<file path="src/common/spi_flags_pkg.sv">
// Functional notes
// - Control bit 22: data writes start transfers
// - Control bit 23 empties transmit FIFO
// - Control bit 24 empties receive FIFO
// - Control bit 25 masks receive threshold interrupt
// - Control bit 26 masks receive overflow interrupt
// - Control bit 27 masks transmit underflow interrupt
// - Bit 30 set: select pin follows pin bit 3
// - Bit 31 starts counted or endless reception
// - Receive run pops and sends pending transmit data
// - Bit 31 resets to zero
// - Status 0: transfer done, write-one clears
// - Status 1: master select-input fault, write-one clears
// - Status 2: transmit FIFO reached threshold
// - Status 6: receive threshold, gated by bit 25
// - Status 7: word arrives with receive FIFO full
// - Status 8: external clock with transmit FIFO empty
// - Status 15:9: free transmit locations, 64 or 32
// - Empty 16-bit transmit FIFO reads 0100000
// - Bit 10 global enable; request holds till cleared
// - Control bit 4 selects 8 or 16 bit words
// - Bits 1:0 = 01 serial mode, 00 pins
package spi_flags_pkg;
  localparam logic [4:0] OFS_CTRL = 5'h00;
  localparam logic [4:0] OFS_STAT = 5'h04;
  localparam logic [4:0] OFS_DATA = 5'h08;
  localparam logic [4:0] OFS_RXCNT = 5'h0C;
  localparam logic [4:0] OFS_PIN = 5'h10;
  localparam logic [4:0] OFS_THR = 5'h14;
  localparam int B_SLAVE = 2;
  localparam int B_SIZE16 = 4;
  localparam int B_TXEN = 7;
  localparam int B_RXEN = 8;
  localparam int B_CONT = 9;
  localparam int B_IEN = 10;
  localparam int B_MDONE = 19;
  localparam int B_MFAULT = 20;
  localparam int B_MTXTH = 21;
  localparam int B_WRTRIG = 22;
  localparam int B_TXRST = 23;
  localparam int B_RXRST = 24;
  localparam int B_MRXTH = 25;
  localparam int B_MOVF = 26;
  localparam int B_MUND = 27;
  localparam int B_SSGPO = 30;
  localparam int B_RXTRIG = 31;
  localparam int S_DONE = 0;
  localparam int S_FAULT = 1;
  localparam int S_TXTH = 2;
  localparam int S_RXTH = 6;
  localparam int S_OVF = 7;
  localparam int S_UND = 8;
  localparam int RXCNT_ENDLESS = 7;
  localparam int PIN_SCK = 0;
  localparam int PIN_MOSI = 1;
  localparam int PIN_SS = 3;
  localparam logic [1:0] MODE_SPI = 2'h1;
  localparam logic [31:0] CTRL_RST = 32'h0000_0000;
  localparam logic [15:0] THR_RST = 16'h0101;
  localparam logic [6:0] DEPTH_8 = 7'h40;
  localparam logic [6:0] DEPTH_16 = 7'h20;
  localparam int CLK_NS = 5;
  localparam int SCK_HALF_NS = 40;
  localparam int SCK_HALF_CYC = (SCK_HALF_NS + CLK_NS - 1) / CLK_NS;
  typedef enum logic {ST_IDLE, ST_XFER} xfer_state_t;
endpackage : spi_flags_pkg

</file>
<file path="src/core/spi_flags_core.sv">
// Design decisions made here: the Avalon-MM slave port and the register offsets.
module spi_flags_core #(
  parameter int DEPTH = 64
) (
  // Clock and reset
  input wire logic i_clock,
  input wire logic i_rst_n,
  // Avalon-MM slave
  input wire logic [4:0] i_address,
  input wire logic i_read,
  input wire logic i_write,
  input wire logic [31:0] i_writedata,
  input wire logic [3:0] i_byteenable,
  output logic [31:0] o_readdata,
  output logic o_waitrequest,
  // Serial pins
  input wire logic i_sck,
  output logic o_sck,
  output logic o_sck_oe_n,
  input wire logic i_sdi,
  output logic o_sdo,
  output logic o_sdo_oe_n,
  input wire logic i_ss_n,
  output logic o_ss_n,
  output logic o_ss_oe_n,
  // Interrupt
  output logic o_irq
);
  logic [1:0] rst_sync_q;
  logic rst_n;
  logic ack_q;
  logic acc, wr_fire, rd_fire;
  logic [31:0] ctrl_q;
  logic [7:0] rxcnt_q;
  logic [7:0] pin_q;
  logic [15:0] thr_q;
  logic [8:0] st_q;
  logic [2:0] sck_s_q, sdi_s_q, ss_s_q;
  logic sck_f_q, sdi_f_q, ss_f_q;
  logic sck_rise, sck_fall;
  logic [15:0] tx_mem_q [DEPTH];
  logic [15:0] rx_mem_q [DEPTH];
  logic [5:0] tx_wp_q, tx_rp_q, rx_wp_q, rx_rp_q;
  logic [6:0] tx_cnt_q, rx_cnt_q, depth, tx_free;
  logic tx_push, tx_pop, rx_push, rx_pop, rx_full;
  spi_flags_pkg::xfer_state_t state_q;
  logic [15:0] tx_sh_q, rx_sh_q;
  logic [3:0] bit_q;
  logic [7:0] div_q;
  logic sck_q, tick, rise_ev, fall_ev;
  logic spi_mode, slave, start, word_end, done_ev, run_end;
  logic [6:0] run_q;

  always_ff @(posedge i_clock or negedge i_rst_n) begin
    if (!i_rst_n) rst_sync_q <= 2'h0;
    else rst_sync_q <= {rst_sync_q[0], 1'b1};
  end
  assign rst_n = rst_sync_q[1];

  // Every access takes two edges: read data captured on the first, writes applied on the second
  assign acc = (i_read | i_write) & ~ack_q;
  assign o_waitrequest = (i_read | i_write) & ~ack_q;
  assign wr_fire = i_write & ack_q;
  assign rd_fire = i_read & ack_q;

  always_ff @(posedge i_clock or negedge rst_n) begin
    if (!rst_n) ack_q <= 1'b0;
    else ack_q <= acc;
  end

  assign spi_mode = ctrl_q[1:0] == spi_flags_pkg::MODE_SPI;
  assign slave = ctrl_q[spi_flags_pkg::B_SLAVE];
  assign depth = ctrl_q[spi_flags_pkg::B_SIZE16] ? spi_flags_pkg::DEPTH_16
                                                 : spi_flags_pkg::DEPTH_8;
  assign tx_free = depth - tx_cnt_q;
  assign rx_full = rx_cnt_q >= depth;

  always_ff @(posedge i_clock or negedge rst_n) begin
    if (!rst_n) begin
      o_readdata <= 32'h0000_0000;
    end else if (acc && i_read) begin
      if (i_address == spi_flags_pkg::OFS_CTRL) o_readdata <= ctrl_q;
      else if (i_address == spi_flags_pkg::OFS_STAT) begin
        o_readdata <= {16'h0000, tx_free, st_q};
      end else if (i_address == spi_flags_pkg::OFS_DATA) begin
        o_readdata <= {16'h0000, rx_mem_q[rx_rp_q]};
      end else if (i_address == spi_flags_pkg::OFS_RXCNT) o_readdata <= {24'h0, rxcnt_q};
      else if (i_address == spi_flags_pkg::OFS_PIN) o_readdata <= {24'h0, pin_q};
      else if (i_address == spi_flags_pkg::OFS_THR) o_readdata <= {16'h0000, thr_q};
      else o_readdata <= 32'h0000_0000;
    end
  end

  // Control word with byte enables; bit 31 drops when a counted run ends
  always_ff @(posedge i_clock or negedge rst_n) begin
    if (!rst_n) begin
      ctrl_q <= spi_flags_pkg::CTRL_RST;
    end else begin
      if (wr_fire && i_address == spi_flags_pkg::OFS_CTRL) begin
        for (int b = 0; b < 4; b++) begin
          if (i_byteenable[b]) ctrl_q[b*8 +: 8] <= i_writedata[b*8 +: 8];
        end
      end else if (run_end) begin
        ctrl_q[spi_flags_pkg::B_RXTRIG] <= 1'b0;
      end
    end
  end

  always_ff @(posedge i_clock or negedge rst_n) begin
    if (!rst_n) begin
      rxcnt_q <= 8'h00;
      pin_q <= 8'h00;
      thr_q <= spi_flags_pkg::THR_RST;
    end else if (wr_fire) begin
      if (i_address == spi_flags_pkg::OFS_RXCNT && i_byteenable[0]) begin
        rxcnt_q <= i_writedata[7:0];
      end else if (i_address == spi_flags_pkg::OFS_PIN && i_byteenable[0]) begin
        pin_q <= i_writedata[7:0];
      end else if (i_address == spi_flags_pkg::OFS_THR) begin
        if (i_byteenable[0]) thr_q[7:0] <= i_writedata[7:0];
        if (i_byteenable[1]) thr_q[15:8] <= i_writedata[15:8];
      end
    end
  end

  // Pins cross three flops; a level counts once stages two and three agree
  always_ff @(posedge i_clock or negedge rst_n) begin
    if (!rst_n) begin
      sck_s_q <= 3'h0;
      sdi_s_q <= 3'h0;
      ss_s_q <= 3'h7;
      sck_f_q <= 1'b0;
      sdi_f_q <= 1'b0;
      ss_f_q <= 1'b1;
    end else begin
      sck_s_q <= {sck_s_q[1:0], i_sck};
      sdi_s_q <= {sdi_s_q[1:0], i_sdi};
      ss_s_q <= {ss_s_q[1:0], i_ss_n};
      if (sck_s_q[1] == sck_s_q[2]) sck_f_q <= sck_s_q[2];
      if (sdi_s_q[1] == sdi_s_q[2]) sdi_f_q <= sdi_s_q[2];
      if (ss_s_q[1] == ss_s_q[2]) ss_f_q <= ss_s_q[2];
    end
  end
  assign sck_rise = sck_s_q[1] == sck_s_q[2] && sck_s_q[2] && !sck_f_q;
  assign sck_fall = sck_s_q[1] == sck_s_q[2] && !sck_s_q[2] && sck_f_q;

  // Transmit FIFO, cleared and held while its reset bit is set
  assign tx_push = wr_fire && i_address == spi_flags_pkg::OFS_DATA && tx_free != 7'h00;
  always_ff @(posedge i_clock or negedge rst_n) begin
    if (!rst_n) begin
      tx_wp_q <= 6'h00;
      tx_rp_q <= 6'h00;
      tx_cnt_q <= 7'h00;
    end else if (ctrl_q[spi_flags_pkg::B_TXRST]) begin
      tx_wp_q <= 6'h00;
      tx_rp_q <= 6'h00;
      tx_cnt_q <= 7'h00;
    end else begin
      if (tx_push) tx_wp_q <= tx_wp_q + 6'h01;
      if (tx_pop) tx_rp_q <= tx_rp_q + 6'h01;
      if (tx_push && !tx_pop) tx_cnt_q <= tx_cnt_q + 7'h01;
      else if (tx_pop && !tx_push) tx_cnt_q <= tx_cnt_q - 7'h01;
    end
  end

  always_ff @(posedge i_clock) begin
    if (tx_push) tx_mem_q[tx_wp_q] <= i_writedata[15:0];
    // Byte mode keeps only the fresh byte; the shifter still holds the previous one
    if (rx_push) begin
      rx_mem_q[rx_wp_q] <= ctrl_q[spi_flags_pkg::B_SIZE16] ? rx_sh_q : {8'h00, rx_sh_q[7:0]};
    end
  end

  // Receive FIFO; a word arriving while full is dropped
  assign rx_pop = rd_fire && i_address == spi_flags_pkg::OFS_DATA && rx_cnt_q != 7'h00;
  assign rx_push = word_end && ctrl_q[spi_flags_pkg::B_RXEN] && !rx_full;
  always_ff @(posedge i_clock or negedge rst_n) begin
    if (!rst_n) begin
      rx_wp_q <= 6'h00;
      rx_rp_q <= 6'h00;
      rx_cnt_q <= 7'h00;
    end else if (ctrl_q[spi_flags_pkg::B_RXRST]) begin
      rx_wp_q <= 6'h00;
      rx_rp_q <= 6'h00;
      rx_cnt_q <= 7'h00;
    end else begin
      if (rx_push) rx_wp_q <= rx_wp_q + 6'h01;
      if (rx_pop) rx_rp_q <= rx_rp_q + 6'h01;
      if (rx_push && !rx_pop) rx_cnt_q <= rx_cnt_q + 7'h01;
      else if (rx_pop && !rx_push) rx_cnt_q <= rx_cnt_q - 7'h01;
    end
  end

  // Master clock divider, running only during a word
  always_ff @(posedge i_clock or negedge rst_n) begin
    if (!rst_n) div_q <= 8'h00;
    else if (state_q != spi_flags_pkg::ST_XFER || tick) div_q <= 8'h00;
    else div_q <= div_q + 8'h01;
  end
  assign tick = div_q == 8'(spi_flags_pkg::SCK_HALF_CYC - 1);
  assign rise_ev = slave ? sck_rise : (tick && !sck_q);
  assign fall_ev = slave ? sck_fall : (tick && sck_q);

  // Start: slave on select low; master on bit 31, else bit 22 with data
  always_comb begin
    start = 1'b0;
    if (state_q == spi_flags_pkg::ST_IDLE && spi_mode) begin
      if (slave) start = !ss_f_q;
      else if (ctrl_q[spi_flags_pkg::B_RXTRIG]) start = 1'b1;
      else start = ctrl_q[spi_flags_pkg::B_WRTRIG] && tx_cnt_q != 7'h00;
    end
  end
  assign tx_pop = start && tx_cnt_q != 7'h00 && !ctrl_q[spi_flags_pkg::B_TXRST];
  assign word_end = state_q == spi_flags_pkg::ST_XFER && fall_ev &&
                    bit_q == (ctrl_q[spi_flags_pkg::B_SIZE16] ? 4'hF : 4'h7);

  always_ff @(posedge i_clock or negedge rst_n) begin
    if (!rst_n) begin
      state_q <= spi_flags_pkg::ST_IDLE;
      tx_sh_q <= 16'h0000;
      rx_sh_q <= 16'h0000;
      bit_q <= 4'h0;
      sck_q <= 1'b0;
    end else begin
      case (state_q)
        spi_flags_pkg::ST_IDLE: begin
          sck_q <= 1'b0;
          bit_q <= 4'h0;
          if (start) begin
            state_q <= spi_flags_pkg::ST_XFER;
            if (!tx_pop) tx_sh_q <= 16'h0000;
            else if (ctrl_q[spi_flags_pkg::B_SIZE16]) tx_sh_q <= tx_mem_q[tx_rp_q];
            else tx_sh_q <= {tx_mem_q[tx_rp_q][7:0], 8'h00};
          end
        end
        spi_flags_pkg::ST_XFER: begin
          if (!spi_mode || (slave && ss_f_q)) begin
            state_q <= spi_flags_pkg::ST_IDLE;
          end else begin
            if (!slave && tick) sck_q <= !sck_q;
            if (rise_ev) rx_sh_q <= {rx_sh_q[14:0], sdi_f_q};
            if (word_end) state_q <= spi_flags_pkg::ST_IDLE;
            else if (fall_ev) begin
              tx_sh_q <= {tx_sh_q[14:0], 1'b0};
              bit_q <= bit_q + 4'h1;
            end
          end
        end
        default: state_q <= spi_flags_pkg::ST_IDLE;
      endcase
    end
  end

  // Counted receive run; bit 7 of the count word makes it endless
  always_ff @(posedge i_clock or negedge rst_n) begin
    if (!rst_n) run_q <= 7'h00;
    else if (wr_fire && i_address == spi_flags_pkg::OFS_CTRL && i_byteenable[3] &&
             i_writedata[spi_flags_pkg::B_RXTRIG]) run_q <= rxcnt_q[6:0];
    else if (word_end && ctrl_q[spi_flags_pkg::B_RXTRIG] && run_q != 7'h00) begin
      run_q <= run_q - 7'h01;
    end
  end
  assign run_end = word_end && ctrl_q[spi_flags_pkg::B_RXTRIG] && !slave &&
                   !rxcnt_q[spi_flags_pkg::RXCNT_ENDLESS] && run_q <= 7'h01;

  always_comb begin
    done_ev = 1'b0;
    if (word_end) begin
      if (ctrl_q[spi_flags_pkg::B_RXTRIG] && !slave) done_ev = run_end;
      else done_ev = !ctrl_q[spi_flags_pkg::B_CONT] || tx_cnt_q == 7'h00;
    end
  end

  // Sticky flags: hardware set beats a write-one clear in the same cycle
  always_ff @(posedge i_clock or negedge rst_n) begin
    if (!rst_n) begin
      st_q <= 9'h000;
    end else begin
      for (int i = 0; i < 9; i++) begin
        if (wr_fire && i_address == spi_flags_pkg::OFS_STAT && i_writedata[i]) begin
          st_q[i] <= 1'b0;
        end
      end
      if (start && !slave) st_q[spi_flags_pkg::S_DONE] <= 1'b0;
      if (done_ev) st_q[spi_flags_pkg::S_DONE] <= 1'b1;
      if (spi_mode && !slave && !ctrl_q[spi_flags_pkg::B_SSGPO] && !ss_f_q) begin
        st_q[spi_flags_pkg::S_FAULT] <= 1'b1;
      end
      if (tx_cnt_q <= thr_q[6:0]) st_q[spi_flags_pkg::S_TXTH] <= 1'b1;
      if (ctrl_q[spi_flags_pkg::B_MRXTH] && rx_cnt_q >= thr_q[14:8] &&
          rx_cnt_q != 7'h00) st_q[spi_flags_pkg::S_RXTH] <= 1'b1;
      if (word_end && ctrl_q[spi_flags_pkg::B_RXEN] && ctrl_q[spi_flags_pkg::B_MOVF] &&
          rx_full) st_q[spi_flags_pkg::S_OVF] <= 1'b1;
      if (start && slave && tx_cnt_q == 7'h00 && ctrl_q[spi_flags_pkg::B_TXEN] &&
          ctrl_q[spi_flags_pkg::B_MUND]) st_q[spi_flags_pkg::S_UND] <= 1'b1;
    end
  end

  // Request holds while any unmasked cause stays set
  always_ff @(posedge i_clock or negedge rst_n) begin
    if (!rst_n) o_irq <= 1'b0;
    else o_irq <= ctrl_q[spi_flags_pkg::B_IEN] &&
      ((st_q[spi_flags_pkg::S_DONE] && ctrl_q[spi_flags_pkg::B_MDONE]) ||
       (st_q[spi_flags_pkg::S_FAULT] && ctrl_q[spi_flags_pkg::B_MFAULT]) ||
       (st_q[spi_flags_pkg::S_TXTH] && ctrl_q[spi_flags_pkg::B_MTXTH]) ||
       (st_q[spi_flags_pkg::S_RXTH] && ctrl_q[spi_flags_pkg::B_MRXTH]) ||
       (st_q[spi_flags_pkg::S_OVF] && ctrl_q[spi_flags_pkg::B_MOVF]) ||
       (st_q[spi_flags_pkg::S_UND] && ctrl_q[spi_flags_pkg::B_MUND]));
  end

  // Pins; outside serial mode they follow the pin data word
  always_ff @(posedge i_clock or negedge rst_n) begin
    if (!rst_n) begin
      o_sck <= 1'b0;
      o_sck_oe_n <= 1'b0;
      o_sdo <= 1'b0;
      o_sdo_oe_n <= 1'b0;
      o_ss_n <= 1'b1;
      o_ss_oe_n <= 1'b0;
    end else if (spi_mode) begin
      o_sck <= sck_q;
      o_sck_oe_n <= slave;
      o_sdo <= tx_sh_q[15];
      o_sdo_oe_n <= !ctrl_q[spi_flags_pkg::B_TXEN] || (slave && ss_f_q);
      o_ss_n <= pin_q[spi_flags_pkg::PIN_SS];
      o_ss_oe_n <= !ctrl_q[spi_flags_pkg::B_SSGPO];
    end else begin
      o_sck <= pin_q[spi_flags_pkg::PIN_SCK];
      o_sck_oe_n <= 1'b0;
      o_sdo <= pin_q[spi_flags_pkg::PIN_MOSI];
      o_sdo_oe_n <= 1'b0;
      o_ss_n <= pin_q[spi_flags_pkg::PIN_SS];
      o_ss_oe_n <= 1'b0;
    end
  end
endmodule : spi_flags_core

</file>
<file path="config.mk">
export PLATFORM = sky130hd
export DESIGN_NAME = spi_flags_core
export DESIGN_NICKNAME = d
export VERILOG_FILES = /design/src/common/spi_flags_pkg.sv /design/src/core/spi_flags_core.sv
export SDC_FILE = /design/constraint.sdc
export NUM_CORES = 2
export LEC_CHECK = 0
export BUFFER_PORTS_ARGS = -buffer_cell sky130_fd_sc_hd__clkbuf_2
export CORE_AREA = 5 5 333 466
export CTS_CLUSTER_DIAMETER = 80
export DETAILED_ROUTE_END_ITERATION = 10
export DIE_AREA = 0 0 338 471
export GPL_TIMING_DRIVEN = 0
export PLACE_DENSITY = 0.82
export SLEW_MARGIN = 20
export SYNTH_ARGS = -nofsm -noshare
export SYNTH_HDL_FRONTEND = slang
export SYNTH_SLANG_ARGS = --single-unit
</file>
<file path="constraint.sdc">
create_clock -name i_clock -period 18.51 [get_ports i_clock]
set_input_delay 3.702 -clock i_clock [delete_from_list [all_inputs] [get_ports i_clock]]
set_output_delay 3.702 -clock i_clock [all_outputs]
set_load 0.05 [all_outputs]
</file>
==> impl_metrics.yaml <==
floorplanning:
  initial_utilization_pct: 59.5
  die_h_um: 471
  rows: 169
  io_pins: 88
  die_area_um2: 159000
  fp.dieW_um: 338
  coreArea_um2: 151000
clock_tree:
  clkTransAtPathRegs_ns: 0.07
  cts_resized: 0
  cts_sinks: 2263
  cts_tree: "yes"
  htree_levels: 4
  cts_hold_buf: 0
  cts-root-buf: "clkbuf_16"
  insertion_delay_ns: 0.87
  clockBufferDepth: 3
  postCtsSetupBuffers: 0
  cts_buffers: 198
power_and_ir_drop:
  irDropWorstVdd_v: 0.000102
  p_per_area_nw_per_um2: 116
  leakagePower_nw: 32.7
  power_mw: 11.8
synth:
  synth_edf_count: 2048
  synth_seq_cells: 2263
  syn_nets: 4814
  synthTopCellsByArea: "edfxtp_1 (69%), mux4_2 (9.5%), dfrtp_1 (5.8%)"
  ys_seq_area_share_pct: 74.7
  ys_dominant_reg_cell: "edfxtp_1"
  netlist_area_um2: 89600
  netlist.area_leader.share_pct: 68.7
  synth_cell_types: 79
  syn_area_per_cell_um2: 19.0
  ys_warn_count: 0
  synth_cells: 4724
  yosysTopAreaCell: "edfxtp_1"
  async_flop_share_pct: 9.50
cells_and_area:
  syn2layout_area_growth_pct: 13.3
  layout-drive-gt1-share_pct: 23.9
  layout.nets: 5238
  final_cells: 7285
  design_area_um2: 102000
  final_common_cell: "edfxtp_1"
  final_cell_mix: "edfxtp_1 (2,048), mux4_2 (378), mux2i_1 (369)"
run_status:
  status: "finished clean"
critical_path:
  required_ns: 14.81
  end_kind: "output port"
  worstSetupPathType: "primary input to output port"
  worst_setup_path_start_kind: "primary input"
  r2r_start: "rx_rp_q[1]"
  r2r_end: "o_readdata[2]"
  r2r_cells: 10
  worstPathArrival_ns: 4.83
  reg2reg_slack_ns: 13.18
  path_max_fanout: 4
detailed_routing:
  via_per_inst: 6.94
  dr.first_iter.drc_count: 7152
  routedWlPerCell_um: 36.9
  drc: 0
  dr.pass1.iters: 8
  wl_mm: 268
  ant_nets: 0
  vias: 50600
placed_design:
  post-place-cells: 6913
  io_buffers: 87
  place_area_um2: 94900
  pre_cts_ws_ns: 10.10
  place_hpwl_mm: 182
  gp_congestion: 1.05
grt:
  overflow: 0
  grt_pass1_vias: 50800
  grt_pass1_wl_mm: 374
  antenna_found_initial: 14
  grt_max_degree: 70
  grtUsageTotal_pct: 33.9
sta:
  period_share_pct: 46.1
  setup-tns-final_ns: 0
  slew-limit-headroom_pct: 16.1
  setup_viol: 0
  worst_slack_ns: 9.98
  hold_viol: 0
  finClkSkew_ns: 0.0366
  period_needed_ns: 8.53
  fmax_mhz: 117
  grt_setup_unrepaired: "false"
  slew_viol_final: 0
  worst_slew_pin_slew_ns: 1.25
hold_path:
  min_path_type: "flip-flop to async pin"
flow_run:
  max_cap_violations: 0
-- power breakdown --
| group | leakage (nW) | switching, mW | internal [mW] |
|---|---|---|---|
| Sequential | 21.5 | 0.0629 | 5.58 |
| Combinational | 8.04 | 1.19 | 0.752 |
| Clock | 3.19 | 1.87 | 2.34 |
-- critical path: stages --
cell and delay (ns):
clkbuf_2 0.21, nor2_1 0.07, nor2_1 0.46, clkbuf_2 0.39
-- sequential cells by signal, indices dropped and copies added (netlist names), 16 cells and up --
name and flops:
rx_mem_q 1024, rx_sh_q 16, tx_sh_q 16, tx_mem_q 1024
o_readdata 32, ctrl_q 32, thr_q 16
-- cell type report --
type | count | area [um^2]
inverter | 36 | 135
clock inverter | 120 | 1320
multi-input combinational | 2153 | 21800
clock buffer | 247 | 5240
sequential | 2263 | 66900
buffer | 272 | 1240
fill | 9377 | 49100
timing repair buffer | 224 | 2400
antenna | 4 | 10.0
tap | 1966 | 2460
-- per-stage QoR --
step	hold WS [ns]	util, %
5_1_grt	0.311	67.4
3_3_place_gp	0.336	61.4
4_1_cts	0.280	67.4
2_1_floorplan	0.331	-
6_report	0.265	67.4
3_5_place_dp	0.269	63.0
-- layer usage --
| metal | vias to the layer above | share of wire, % | track usage (%) |
|---|---|---|---|
| met2 | 3834 | 48 | 54.1 |
| li1 | 20000 | - | - |
| met5 | - | 0.031 | 0 |
| met1 | 25700 | 31 | 39.3 |
| met4 | 8 | 10 | 27.2 |
| met3 | 981 | 10 | 7.87 |
-- Yosys cell counts, types with 18 or more instances --
cell / count
dfrtp_1: 208
o22ai_1: 78
ha_1: 40
a22oi_1: 37
o21ai_0: 68
nor2_1: 233
xor2_1: 23
a21oi_1: 99
edfxtp_1: 2048
nor2b_1: 52
mux2_2: 96
clkbuf_1: 164
nand3_1: 48
nand2b_1: 21
buf_4: 31
nand2_1: 199
buf_1: 20
mux2i_1: 369
a211oi_1: 36
buf_2: 55
xnor2_1: 27
mux4_2: 378
inv_1: 36
a221o_1: 18
o221ai_1: 106
-- cell families (layout without fill, tap and decap cells) --
| kind of cell | Yosys count | after routing | share of synthesized area [%] |
|---|---|---|---|
| flops | 2263 | 2263 | 74.7 |
| mux | 843 | 843 | 14.8 |
| simple gates | 660 | 660 | 3.45 |
| compound gates | 553 | 553 | 4.36 |
| buf+inv | 308 | 899 | 1.51 |
| xor+xnor | 52 | 52 | 0.525 |
| fa+ha+maj | 44 | 44 | 0.626 |
| other cells | 1 | 5 | 0.00419 |
-- worst max path at each step --
stage | depth (start not counted) | endpoint | from
after floorplan | 2 | o_waitrequest | i_write
after global placement | 0 | tx_rp_q[2] | rst_sync_q[1]
after detailed placement | 4 | o_waitrequest | i_read
after CTS | 4 | o_waitrequest | i_read
after global routing | 4 | o_waitrequest | i_read
final | 4 | o_waitrequest | i_read
Note: power is estimated with default switching activity, not from simulation.
